`src/verilog/irq_bank_cfg.svh`:
```
// Register map, field positions and reset values of the flag/enable bank
// How it works
// - Capture mode: a channel capture event sets its flag, bits 4..0.
// - Compare mode: a compare match sets that channel's flag.
// - Memory scanner event sets bit 7 of the memory service flags.
// - Checksum engine event sets bit 6 of the memory service flags.
// - Nonvolatile controller event sets bit 5; only software clears it.
// - Waveform generator event sets bit 0; bits 4..1 read zero.
// - Width acquisition of timers 2 and 1 sets bits 5 and 2.
// - Period acquisition of timers 2 and 1 sets bits 4 and 1.
// - General events of timers 2 and 1 set bits 3 and 0.
// - Flags reset to zero; a hardware set beats a software clear.
// - Group-0 enable bit 5 gates the timer-zero interrupt.
// - Group-0 enable bit 4 gates the pin change interrupt.
// - Group-0 enable bits 3..0 gate external interrupts 3..0.
// - Group-0 requests bypass the peripheral global enable.
// - Capture/compare enables share flag bit positions, 1 enables.
`ifndef IRQ_BANK_CFG_SVH
`define IRQ_BANK_CFG_SVH

// Printed offsets are not word multiples: indexes, byte address = 4*index
`define IDX_GROUP0_EN 12'he29
`define IDX_CAPCOMP_EN 12'he30
`define IDX_CAPCOMP_FLAGS 12'he3a
`define IDX_MEMSVC_FLAGS 12'he3b
`define IDX_SIGTMR_FLAGS 12'he3c
`define IDX_MEMSVC_EN 12'he3d
`define IDX_SIGTMR_EN 12'he3e
`define IDX_PERIPH_CTRL 12'he3f
`define IDX_STATUS 12'he40
`define IDX_MASK 12'he41

`define RESET_BYTE 8'h00
`define CAPCOMP_MASK 8'h1f
`define MEMSVC_MASK 8'he1
`define SIGTMR_MASK 8'h3f
`define GROUP0_MASK 8'h3f
`define STATUS_MASK 8'h0f

`define BIT_SCAN 7
`define BIT_CRC 6
`define BIT_NVM 5
`define BIT_WAVE 0
`define BIT_T2_WIDTH 5
`define BIT_T2_PERIOD 4
`define BIT_T2_GEN 3
`define BIT_T1_WIDTH 2
`define BIT_T1_PERIOD 1
`define BIT_T1_GEN 0
`define BIT_TMR0_EN 5
`define BIT_PINCHG_EN 4

// Sticky status bits
`define ST_CAPCOMP 0
`define ST_MEMSVC 1
`define ST_SIGTMR 2
`define ST_GROUP0 3

`define ADDR_LO 2
`define ADDR_HI 13
`define HTRANS_NONSEQ 2'b10
`define HSIZE_WORD 3'b010

`endif

```
`src/verilog/irq_bank_pkg.sv`:
```
// Types shared by the flag/enable bank
package irq_bank_pkg;
    typedef enum logic [1:0]
    {
        CCP_OFF,
        CCP_CAPTURE,
        CCP_COMPARE,
        CCP_PWM
    } capcomp_mode_t;
endpackage

```
`src/verilog/sticky_flag_reg.sv`:
```
// One byte of sticky hardware-set, software-written flags
`timescale 1ns/100ps
`include "irq_bank_cfg.svh"
module sticky_flag_reg
(
    input wire logic core_clk_in,
    input wire logic sys_rst_in,
    input wire logic [7:0] impl_mask_in,
    input wire logic [7:0] hw_set_in,
    input wire logic wr_in,
    input wire logic [7:0] wr_data_in,
    output logic [7:0] flags_out
);
    logic [7:0] flags_r;
    logic [7:0] flags_nxt;

    always_comb
    begin
        flags_nxt = flags_r;
        if (wr_in)
        begin
            flags_nxt = wr_data_in;
        end
        // Set after write so a coinciding event is never lost
        flags_nxt = (flags_nxt | hw_set_in) & impl_mask_in;
    end

    always_ff @(posedge core_clk_in)
    begin
        if (sys_rst_in)
        begin
            flags_r <= `RESET_BYTE;
        end
        else
        begin
            flags_r <= flags_nxt;
        end
    end

    assign flags_out = flags_r;
endmodule

```
`src/verilog/peripheral_irq_flag_enable_bank.sv`:
```
// AHB-Lite flag and enable bank for peripheral interrupt requests
//
// Implementation choice: the AHB-Lite interface to the registers.
`timescale 1ns/100ps
`include "irq_bank_cfg.svh"
module peripheral_irq_flag_enable_bank
(
    input wire logic core_clk_in,
    input wire logic sys_rst_in,
    input wire logic hsel_in,
    input wire logic [31:0] haddr_in,
    input wire logic [1:0] htrans_in,
    input wire logic hwrite_in,
    input wire logic [2:0] hsize_in,
    input wire logic [31:0] hwdata_in,
    input wire logic hready_in,
    output logic [31:0] hrdata_out,
    output logic hreadyout_out,
    output logic hresp_out,
    input wire logic [9:0] capcomp_mode_in,
    input wire logic [4:0] capcomp_capture_in,
    input wire logic [4:0] capcomp_match_in,
    input wire logic memory_scanner_event_in,
    input wire logic checksum_engine_event_in,
    input wire logic nonvolatile_ctrl_event_in,
    input wire logic waveform_gen_event_in,
    input wire logic [1:0] meas_width_done_in,
    input wire logic [1:0] meas_period_done_in,
    input wire logic [1:0] meas_general_in,
    input wire logic timer_zero_flag_in,
    input wire logic pin_change_flag_in,
    input wire logic [3:0] external_flag_in,
    output logic [4:0] capcomp_req_out,
    output logic [7:0] memory_service_req_out,
    output logic [5:0] signal_timer_req_out,
    output logic timer_zero_req_out,
    output logic pin_change_req_out,
    output logic [3:0] external_req_out,
    output logic peripheral_req_out,
    output logic group0_req_out,
    output logic irq_out
);
    logic wr_pend_r;
    logic [11:0] wr_idx_r;
    logic [7:0] group0_irq_enables_r;
    logic [7:0] capcomp_irq_enable_r;
    logic [7:0] memory_service_irq_en_r;
    logic [7:0] signal_timer_irq_en_r;
    logic peripheral_global_enable_r;
    logic [7:0] status_r;
    logic [7:0] mask_r;
    logic [31:0] rdata_r;
    logic [7:0] capcomp_set;
    logic [7:0] memsvc_set;
    logic [7:0] sigtmr_set;
    logic [7:0] capcomp_irq_flags;
    logic [7:0] memory_service_irq_flags;
    logic [7:0] signal_timer_irq_flags;
    logic [7:0] wdata;
    logic [7:0] capcomp_pend;
    logic [7:0] memsvc_pend;
    logic [7:0] sigtmr_pend;
    logic [7:0] group0_pend;
    logic [7:0] status_set;
    logic [11:0] rd_idx;
    logic addr_phase;

    function automatic logic wr_hit(input logic [11:0] idx);
        wr_hit = wr_pend_r && (wr_idx_r == idx);
    endfunction

    function automatic irq_bank_pkg::capcomp_mode_t chan_mode
    (
        input logic [9:0] modes,
        input int ch
    );
        chan_mode = irq_bank_pkg::capcomp_mode_t'(modes[2*ch +: 2]);
    endfunction

    // Single-cycle slave: never stalls, always OKAY
    assign hreadyout_out = 1'b1;
    assign hresp_out = 1'b0;
    assign addr_phase = hsel_in && hready_in && htrans_in[1];
    assign rd_idx = haddr_in[`ADDR_HI:`ADDR_LO];
    assign wdata = hwdata_in[7:0];

    // Address phase latched; write data lands in the data phase
    always_ff @(posedge core_clk_in)
    begin
        if (sys_rst_in)
        begin
            wr_pend_r <= 1'b0;
            wr_idx_r <= 12'h000;
        end
        else if (hready_in)
        begin
            wr_pend_r <= addr_phase && hwrite_in;
            wr_idx_r <= haddr_in[`ADDR_HI:`ADDR_LO];
        end
    end

    // Capture/compare event steering by channel mode
    always_comb
    begin
        capcomp_set = `RESET_BYTE;
        for (int ch = 0; ch < 5; ch++)
        begin
            case (chan_mode(capcomp_mode_in, ch))
                irq_bank_pkg::CCP_CAPTURE:
                    capcomp_set[ch] = capcomp_capture_in[ch];
                irq_bank_pkg::CCP_COMPARE:
                    capcomp_set[ch] = capcomp_match_in[ch];
                irq_bank_pkg::CCP_PWM:
                    capcomp_set[ch] = 1'b0;
                default:
                    capcomp_set[ch] = 1'b0;
            endcase
        end
    end

    always_comb
    begin
        memsvc_set = `RESET_BYTE;
        memsvc_set[`BIT_SCAN] = memory_scanner_event_in;
        memsvc_set[`BIT_CRC] = checksum_engine_event_in;
        memsvc_set[`BIT_NVM] = nonvolatile_ctrl_event_in;
        memsvc_set[`BIT_WAVE] = waveform_gen_event_in;
    end

    always_comb
    begin
        sigtmr_set = `RESET_BYTE;
        sigtmr_set[`BIT_T2_WIDTH] = meas_width_done_in[1];
        sigtmr_set[`BIT_T1_WIDTH] = meas_width_done_in[0];
        sigtmr_set[`BIT_T2_PERIOD] = meas_period_done_in[1];
        sigtmr_set[`BIT_T1_PERIOD] = meas_period_done_in[0];
        sigtmr_set[`BIT_T2_GEN] = meas_general_in[1];
        sigtmr_set[`BIT_T1_GEN] = meas_general_in[0];
    end

    sticky_flag_reg u_capcomp_flags
    (
        .core_clk_in(core_clk_in),
        .sys_rst_in(sys_rst_in),
        .impl_mask_in(`CAPCOMP_MASK),
        .hw_set_in(capcomp_set),
        .wr_in(wr_hit(`IDX_CAPCOMP_FLAGS)),
        .wr_data_in(wdata),
        .flags_out(capcomp_irq_flags)
    );

    sticky_flag_reg u_memsvc_flags
    (
        .core_clk_in(core_clk_in),
        .sys_rst_in(sys_rst_in),
        .impl_mask_in(`MEMSVC_MASK),
        .hw_set_in(memsvc_set),
        .wr_in(wr_hit(`IDX_MEMSVC_FLAGS)),
        .wr_data_in(wdata),
        .flags_out(memory_service_irq_flags)
    );

    sticky_flag_reg u_sigtmr_flags
    (
        .core_clk_in(core_clk_in),
        .sys_rst_in(sys_rst_in),
        .impl_mask_in(`SIGTMR_MASK),
        .hw_set_in(sigtmr_set),
        .wr_in(wr_hit(`IDX_SIGTMR_FLAGS)),
        .wr_data_in(wdata),
        .flags_out(signal_timer_irq_flags)
    );

    always_ff @(posedge core_clk_in)
    begin
        if (sys_rst_in)
        begin
            group0_irq_enables_r <= `RESET_BYTE;
        end
        else if (wr_hit(`IDX_GROUP0_EN))
        begin
            group0_irq_enables_r <= wdata & `GROUP0_MASK;
        end
    end

    always_ff @(posedge core_clk_in)
    begin
        if (sys_rst_in)
        begin
            capcomp_irq_enable_r <= `RESET_BYTE;
        end
        else if (wr_hit(`IDX_CAPCOMP_EN))
        begin
            capcomp_irq_enable_r <= wdata & `CAPCOMP_MASK;
        end
    end

    always_ff @(posedge core_clk_in)
    begin
        if (sys_rst_in)
        begin
            memory_service_irq_en_r <= `RESET_BYTE;
            signal_timer_irq_en_r <= `RESET_BYTE;
            peripheral_global_enable_r <= 1'b0;
        end
        else
        begin
            if (wr_hit(`IDX_MEMSVC_EN))
            begin
                memory_service_irq_en_r <= wdata & `MEMSVC_MASK;
            end
            if (wr_hit(`IDX_SIGTMR_EN))
            begin
                signal_timer_irq_en_r <= wdata & `SIGTMR_MASK;
            end
            if (wr_hit(`IDX_PERIPH_CTRL))
            begin
                peripheral_global_enable_r <= wdata[0];
            end
        end
    end

    // Requests: flag AND enable; registered flags, but group 0 uses its raw flag inputs
    assign capcomp_pend = capcomp_irq_flags & capcomp_irq_enable_r;
    assign memsvc_pend = memory_service_irq_flags & memory_service_irq_en_r;
    assign sigtmr_pend = signal_timer_irq_flags & signal_timer_irq_en_r;
    assign group0_pend[7:6] = 2'b00;
    assign group0_pend[`BIT_TMR0_EN] = timer_zero_flag_in
        & group0_irq_enables_r[`BIT_TMR0_EN];
    assign group0_pend[`BIT_PINCHG_EN] = pin_change_flag_in
        & group0_irq_enables_r[`BIT_PINCHG_EN];
    assign group0_pend[3:0] = external_flag_in
        & group0_irq_enables_r[3:0];

    assign capcomp_req_out = capcomp_pend[4:0];
    assign memory_service_req_out = memsvc_pend;
    assign signal_timer_req_out = sigtmr_pend[5:0];
    assign timer_zero_req_out = group0_pend[`BIT_TMR0_EN];
    assign pin_change_req_out = group0_pend[`BIT_PINCHG_EN];
    assign external_req_out = group0_pend[3:0];
    // peripheral_req_out obeys the global enable; group 0 and the status bits do not
    assign peripheral_req_out = peripheral_global_enable_r
        & (|{capcomp_pend, memsvc_pend, sigtmr_pend});
    assign group0_req_out = |group0_pend;

    // Sticky summary status, write one to clear, set wins
    always_comb
    begin
        status_set = `RESET_BYTE;
        status_set[`ST_CAPCOMP] = |capcomp_pend;
        status_set[`ST_MEMSVC] = |memsvc_pend;
        status_set[`ST_SIGTMR] = |sigtmr_pend;
        status_set[`ST_GROUP0] = |group0_pend;
    end

    always_ff @(posedge core_clk_in)
    begin
        if (sys_rst_in)
        begin
            status_r <= `RESET_BYTE;
        end
        else if (wr_hit(`IDX_STATUS))
        begin
            status_r <= ((status_r & ~wdata) | status_set) & `STATUS_MASK;
        end
        else
        begin
            status_r <= (status_r | status_set) & `STATUS_MASK;
        end
    end

    always_ff @(posedge core_clk_in)
    begin
        if (sys_rst_in)
        begin
            mask_r <= `RESET_BYTE;
        end
        else if (wr_hit(`IDX_MASK))
        begin
            mask_r <= wdata & `STATUS_MASK;
        end
    end

    assign irq_out = |(status_r & mask_r);

    // Read data sampled at the address phase, held in flops
    always_ff @(posedge core_clk_in)
    begin
        if (sys_rst_in)
        begin
            rdata_r <= 32'h0000_0000;
        end
        else if (addr_phase && !hwrite_in)
        begin
            case (rd_idx)
                `IDX_GROUP0_EN:
                    rdata_r <= {24'h000000, group0_irq_enables_r};
                `IDX_CAPCOMP_EN:
                    rdata_r <= {24'h000000, capcomp_irq_enable_r};
                `IDX_CAPCOMP_FLAGS:
                    rdata_r <= {24'h000000, capcomp_irq_flags};
                `IDX_MEMSVC_FLAGS:
                    rdata_r <= {24'h000000, memory_service_irq_flags};
                `IDX_SIGTMR_FLAGS:
                    rdata_r <= {24'h000000, signal_timer_irq_flags};
                `IDX_MEMSVC_EN:
                    rdata_r <= {24'h000000, memory_service_irq_en_r};
                `IDX_SIGTMR_EN:
                    rdata_r <= {24'h000000, signal_timer_irq_en_r};
                `IDX_PERIPH_CTRL:
                    rdata_r <= {31'h00000000, peripheral_global_enable_r};
                `IDX_STATUS:
                    rdata_r <= {24'h000000, status_r};
                `IDX_MASK:
                    rdata_r <= {24'h000000, mask_r};
                default:
                    rdata_r <= 32'h0000_0000;
            endcase
        end
    end

    assign hrdata_out = rdata_r;
endmodule

```
`config.mk`:
```
export PLATFORM = sky130hd
export DESIGN_NAME = peripheral_irq_flag_enable_bank
export DESIGN_NICKNAME = d
export VERILOG_FILES = /design/src/verilog/irq_bank_pkg.sv /design/src/verilog/sticky_flag_reg.sv /design/src/verilog/peripheral_irq_flag_enable_bank.sv
export VERILOG_INCLUDE_DIRS = /design/src /design/src/verilog
export SDC_FILE = /design/constraint.sdc
export NUM_CORES = 1
export LEC_CHECK = 0
export ABC_CLOCK_PERIOD_IN_PS = 1650
export BUFFER_PORTS_ARGS = -buffer_cell sky130_fd_sc_hd__buf_2
export CORE_MARGIN = 8
export CORE_UTILIZATION = 43
export DETAILED_ROUTE_END_ITERATION = 7
export HOLD_SLACK_MARGIN = 0.05
export PLACE_DENSITY_LB_ADDON = 0.15
export SLEW_MARGIN = 20
export SYNTH_ARGS = -nofsm -noshare
export SYNTH_HDL_FRONTEND = slang
export SYNTH_SLANG_ARGS = --single-unit
```
`constraint.sdc`:
```
create_clock -name core_clk_in -period 1.65 [get_ports core_clk_in]
set_input_delay 0 -clock core_clk_in [delete_from_list [all_inputs] [get_ports core_clk_in]]
set_output_delay 0 -clock core_clk_in [all_outputs]
set_load 0.005 [all_outputs]
```
After elaboration in Yosys (flattened, before gate mapping)
Cells that the tools add are included.

storage, ports and cells
  bits in registers = 94
  word-level logic and storage cells = 90

cells by class
  equality and inequality tests = 30
  bitwise gates (word level) = 15
  mux-type cells = 10
  reductions and logical operators = 21

operators with widths
  cell                                           count
  == test 12 bit, second input constant          20
  case mux 8 bit (10 select lines)               1
  OR reduction 8 bit                             4
  OR reduction 24 bit                            1
  logical AND 1 bit                              14
  AND 4 bit                                      3
  == test 2 x 1 -> 1 bit, second input constant  5
  == test 2 bit, second input constant           5
  case mux 1 bit (2 select lines)                5
  AND 8 bit                                      1
  two-way mux 8 bit                              1
  bitwise OR 4 bit                               2
  bitwise OR 8 bit                               1
  AND 6 bit                                      1
  two-way mux 6 bit                              1
  bitwise OR 6 bit                               1
  OR reduction 6 bit                             1
  AND 5 bit                                      1
  two-way mux 5 bit                              1
  bitwise OR 5 bit                               1
  two-way mux 4 bit                              1
  inverter 4 bit                                 1
  AND 1 bit                                      3
  zero test 1 bit                                1

Longest topological paths before layout
  depth after elaboration = 4
  mapped depth = 6

Cells and area by module
A second synthesis with hierarchy kept.

second synthesis, totals
  cells, all modules = 515
  area, all modules = 4411.7 um2

by module, submodules not included
  module                           area each (um2)  instances  cells each
  peripheral_irq_flag_enable_bank  3296.9           1          392
  sticky_flag_reg                  371.6            3          41

Least setup slack after synthesis
Ideal clock, no wire load.

  kind = flip-flop to flip-flop
  start point = reg wr_pend_r
  end point = reg capcomp_irq_enable_r[0]
  period minus slack after synthesis = 1.615 ns
  library setup time = 0.128 ns
  stages on the path, launching flop included = 6
  data arrival time = 1.487 ns
  buffers on the path = 0
  setup slack = 0.035 ns
  cells stage by stage = dfxtp_1 > nand4_1 > nor4b_4 > nand4b_2 > mux2i_1 > nor2_1

on the way
  cells in the longest elaborated chain, start to end = 1

ends and longest elaborated chain
  what                    RTL line                                source
  start, declared         peripheral_irq_flag_enable_bank.sv:43   logic wr_pend_r;
  start signal, assigned  peripheral_irq_flag_enable_bank.sv:97   wr_pend_r <= addr_phase && hwrite_in;
  logical AND 1 bit       peripheral_irq_flag_enable_bank.sv:69   wr_hit = wr_pend_r && (wr_idx_r == idx);
  end signal, assigned    peripheral_irq_flag_enable_bank.sv:190  capcomp_irq_enable_r <= `RESET_BYTE;
  end signal, assigned    peripheral_irq_flag_enable_bank.sv:194  capcomp_irq_enable_r <= wdata & `CAPCOMP_MASK;
  end, declared           peripheral_irq_flag_enable_bank.sv:46   logic [7:0] capcomp_irq_enable_r;

No other way between the ends.
A chain may end at the register's enable or synchronous reset.

Worst setup path after layout
  start point = reg u_sigtmr_flags.flags_r[2] (netlist: u_sigtmr_flags.flags_out[2])
  end point = out peripheral_req_out

on the way
  cells in the longest elaborated chain, start to end = 3

ends and longest elaborated chain
  what                    RTL line                                source
  start, declared         sticky_flag_reg.sv:14                   logic [7:0] flags_r;
  start signal, assigned  sticky_flag_reg.sv:32                   flags_r <= `RESET_BYTE;
  start signal, assigned  sticky_flag_reg.sv:36                   flags_r <= flags_nxt;
  AND 6 bit               peripheral_irq_flag_enable_bank.sv:226  assign sigtmr_pend = signal_timer_irq_flags & signal_timer_irq_en_r;
  OR reduction 24 bit     peripheral_irq_flag_enable_bank.sv:243  & (|{capcomp_pend, memsvc_pend, sigtmr_pend});
  AND 1 bit               peripheral_irq_flag_enable_bank.sv:243
  end, declared           peripheral_irq_flag_enable_bank.sv:39   output logic peripheral_req_out,

No other way between the ends.

==> impl_metrics.toml <==
[power_and_ir_drop]
switchingPower_uw = 950.4
power_density_nw_per_um2 = 669.2
power.share.clock = 0.408
p_int_uw = 2795
vdd_drop_max_mv = 0.3171
switching_share = 0.2538
pwr-share-comb = 0.145
fin_total_pwr_uw = 3745
power.leakage_uw = 0.002841
seqPwrFrac = 0.447

[worst_setup_path]
critPathLaunchType = "flop"
critical-path-top-delay-family = "simple AND/OR/NAND/NOR gates"
critPathCapture = "peripheral_req_out"
end_kind = "output pin"
r2r_end = "group0_irq_enables_r[1]"
cp_slowest_stage_delay_ns = 0.43
cp-startpoint = "u_sigtmr_flags.flags_out[2]"
crit_fanout = 2
rrSetupSlack_ns = -0.11
crit_chain = "and2_1 -> or2_2 -> or4_4 -> o31a_1 -> buf_2"
cp.arrival_ns = 1.94
required_ns = 1.65
worst-path-buf-inv = 1
critPathKind = "reg -> out"
path_depth = 5
cp_slowest_cell = "or4_4"
r2r-start = "wr_pend_r"
r2r_cells = 6

[timing]
finalWorstSetupSlack_ns = -0.2914
rsz0062_at_grt = "yes"
hold_violations = 0
tightestPinTransition_ns = 0.5256
finalSetupViolCount = 9
drv_slew = 0
hold_ws_ns = 0.08777
timing.final.crit_period_ns = 1.941
relSlewSlack = 0.6483
fmax_mhz = 515.1
fin_crit_sh = 1.177
tns_ns = -0.7212
skew_ns = 0.01159

[detailed_routing]
vias = 3752
avgRoutedWirePerCell_um = 16.55
firstDrtPassIters = 4
drc = 0
vias_per_cell = 5.063
ant_nets = 0
drt_wl_total_um = 12270
first_iter_violations = 187

[yosys]
synth_top_area_share = 0.3394
ys_top_cells_by_area = "dfxtp_1 (34%), mux2i_1 (14%), buf_4 (6.4%), nor2_1 (5.2%), a21oi_1 (3.9%)"
ys_seq_area_frac = 0.3394
synth_top_cell_by_area = "dfxtp_1"
synthFlopType = "dfxtp_1"
async_flop_share = 0
synth_edf_count = 0
ys_warn_count = 0
synth_common_cells = "dfxtp_1 (66), mux2i_1 (54), nor2_1 (54)"
syn_avg_cell_area_um2 = 8.669
yosysMostFrequentCell = "dfxtp_1"
syn_inst = 449
synth_area_um2 = 3892
ys_ff_latch = 66
synthDistinctLibCells = 57

[floorplanning]
fp-row-count = 34
start_util = 0.4442
dieWidth_um = 111.1
die-area_um2 = 12350
die_height_um = 111.1
coreArea_um2 = 8763
io_pins = 172

[final_layout]
multi_input_area_um2 = 2474
area_growth_pct = 43.78
fin_area_um2 = 5597
register_area_um2 = 1335
final_cells = 741
antenna_cells = 0
drive_gt1_frac = 0.3744
fillers = 749
nets = 749

[clocking]
worst_skew_pair.late_latency_ns = 0.35
cts_htree_levels = 3
cts_max_path_buffers = 2
numCtsBuffers = 9
root_buffer = "clkbuf_8"
cts_sinks = 66
cts_tree = "built"
path_clk_slew_ns = 0.07

[run_status]
status = "finished, violations left"
violations = "negative setup slack"

[place]
portBuffers = 93
gp_congestion = 0.9017
place_hpwl_um = 9260
dp_cells = 677
placed_area_um2 = 4618

[job]
maxCapViolations = 0

[global_routing]
grt_first_pass_wirelength_um = 19800
antenna_found_initial = 0
overflow = 0
grt_max_degree = 63
grt_pass1_vias = 3868
grt_usage = 0.1951

[min_path]
holdPathStages = 4
hold_path_class = "in -> reg"
[per-stage QoR]
| step | utilization | setup WS (ns) |
|---|---|---|
| 6_report | 0.6386 | -0.2914 |
| 5_1_grt | 0.6386 | -0.3325 |
| 4_1_cts | 0.6032 | -0.2876 |
| 3_5_place_dp | 0.5270 | -0.1131 |
| 3_3_place_gp | 0.5270 | -0.07953 |
| 2_1_floorplan | - | 0.03511 |
[layout make-up]
cell class,instances,share of cell area
Sequential cell,66,0.2385
Clock inverter,5,0.01408
Tap cell,108,0.02414
Inverter,25,0.01677
Multi-Input combinational cell,339,0.4420
Timing Repair Buffer,188,0.2399
Clock buffer,10,0.02459
[timing repair]
item	4_1_cts	5_1_grt
hold endpoints to repair	49	0
hold buffers	35	0
resized for setup	17	61
setup endpoints to repair	27	52
buffers inserted	6	10
pin swaps	7	37
[kinds of logic after synthesis]
group	count (synthesis)	synth area share
AO/OA/AOI/OAI	65	0.1093
adder cells (fa/ha/maj)	10	0.03214
buffers and inverters	72	0.1109
flip-flops	66	0.3394
multiplexers	55	0.1418
other	2	0.001929
AND/OR/NAND/NOR	179	0.2645
[cell usage in the layout (no fill, tap or decap), types with 11 or more instances in the layout]
cell and n:
buf_2 89, nor2_1 54, mux2i_1 53, dlygate4sd3_1 33, nand2_1 25, a21oi_1 26
buf_6 13, dfxtp_2 11, conb_1 30, buf_4 50, inv_1 25, and2_1 15
nand3_1 11, a22oi_1 13, dfxtp_1 55
[metal layers]
metal | share of wire | wire length, um | global-route usage
met1 | 0.42 | 5134 | 0.2375
met2 | 0.48 | 5837 | 0.3192
met3 | 0.087 | 1069 | 0.05303
met4 | 0.018 | 226 | 0.07556
met5 | 0 | 0 | 0
[sequential cells by signal, summed over array words and instances (netlist names)]
name and cells:
capcomp_irq_enable_r 5, group0_irq_enables_r 6, hrdata_out 8, mask_r 4
memory_service_irq_en_r 4, peripheral_global_enable_r 1, signal_timer_irq_en_r 6, status_r 4
u_capcomp_flags.flags_out 5, u_memsvc_flags.flags_out 4, u_sigtmr_flags.flags_out 6, wr_idx_r 12
wr_pend_r 1
[worst min-delay path by stage]
stage	start	end	slack, ns
floorplan	external_flag_in[1]	external_req_out[1]	0.13
global placement	checksum_engine_event_in	u_memsvc_flags.flags_out[6]	0.24
detailed placement	memory_scanner_event_in	u_memsvc_flags.flags_out[7]	0.24
CTS	haddr_in[2]	wr_idx_r[0]	0.06
global route	haddr_in[2]	wr_idx_r[0]	0.11
finish	capcomp_capture_in[0]	u_capcomp_flags.flags_out[0]	0.09
[worst reg2reg max path, cell delays in order (launching register included)]
cell	delay (ns)
dfxtp_2	0.34
nand4_1	0.21
buf_6	0.21
nor4_4	0.37
nand4b_4	0.23
mux2i_1	0.22
nor2_1	0.06
[power by group through the flow]
stage               logic, uW  clock network [uW]  registers [uW]
global placement          410                   0            1700
finish                    544                1530            1670
CTS                       497                1550            1670
floorplan                 271                   0            1700
global route              598                1610            1680
detailed placement        420                   0            1710
Note: power is estimated with default switching activity, not from simulation.
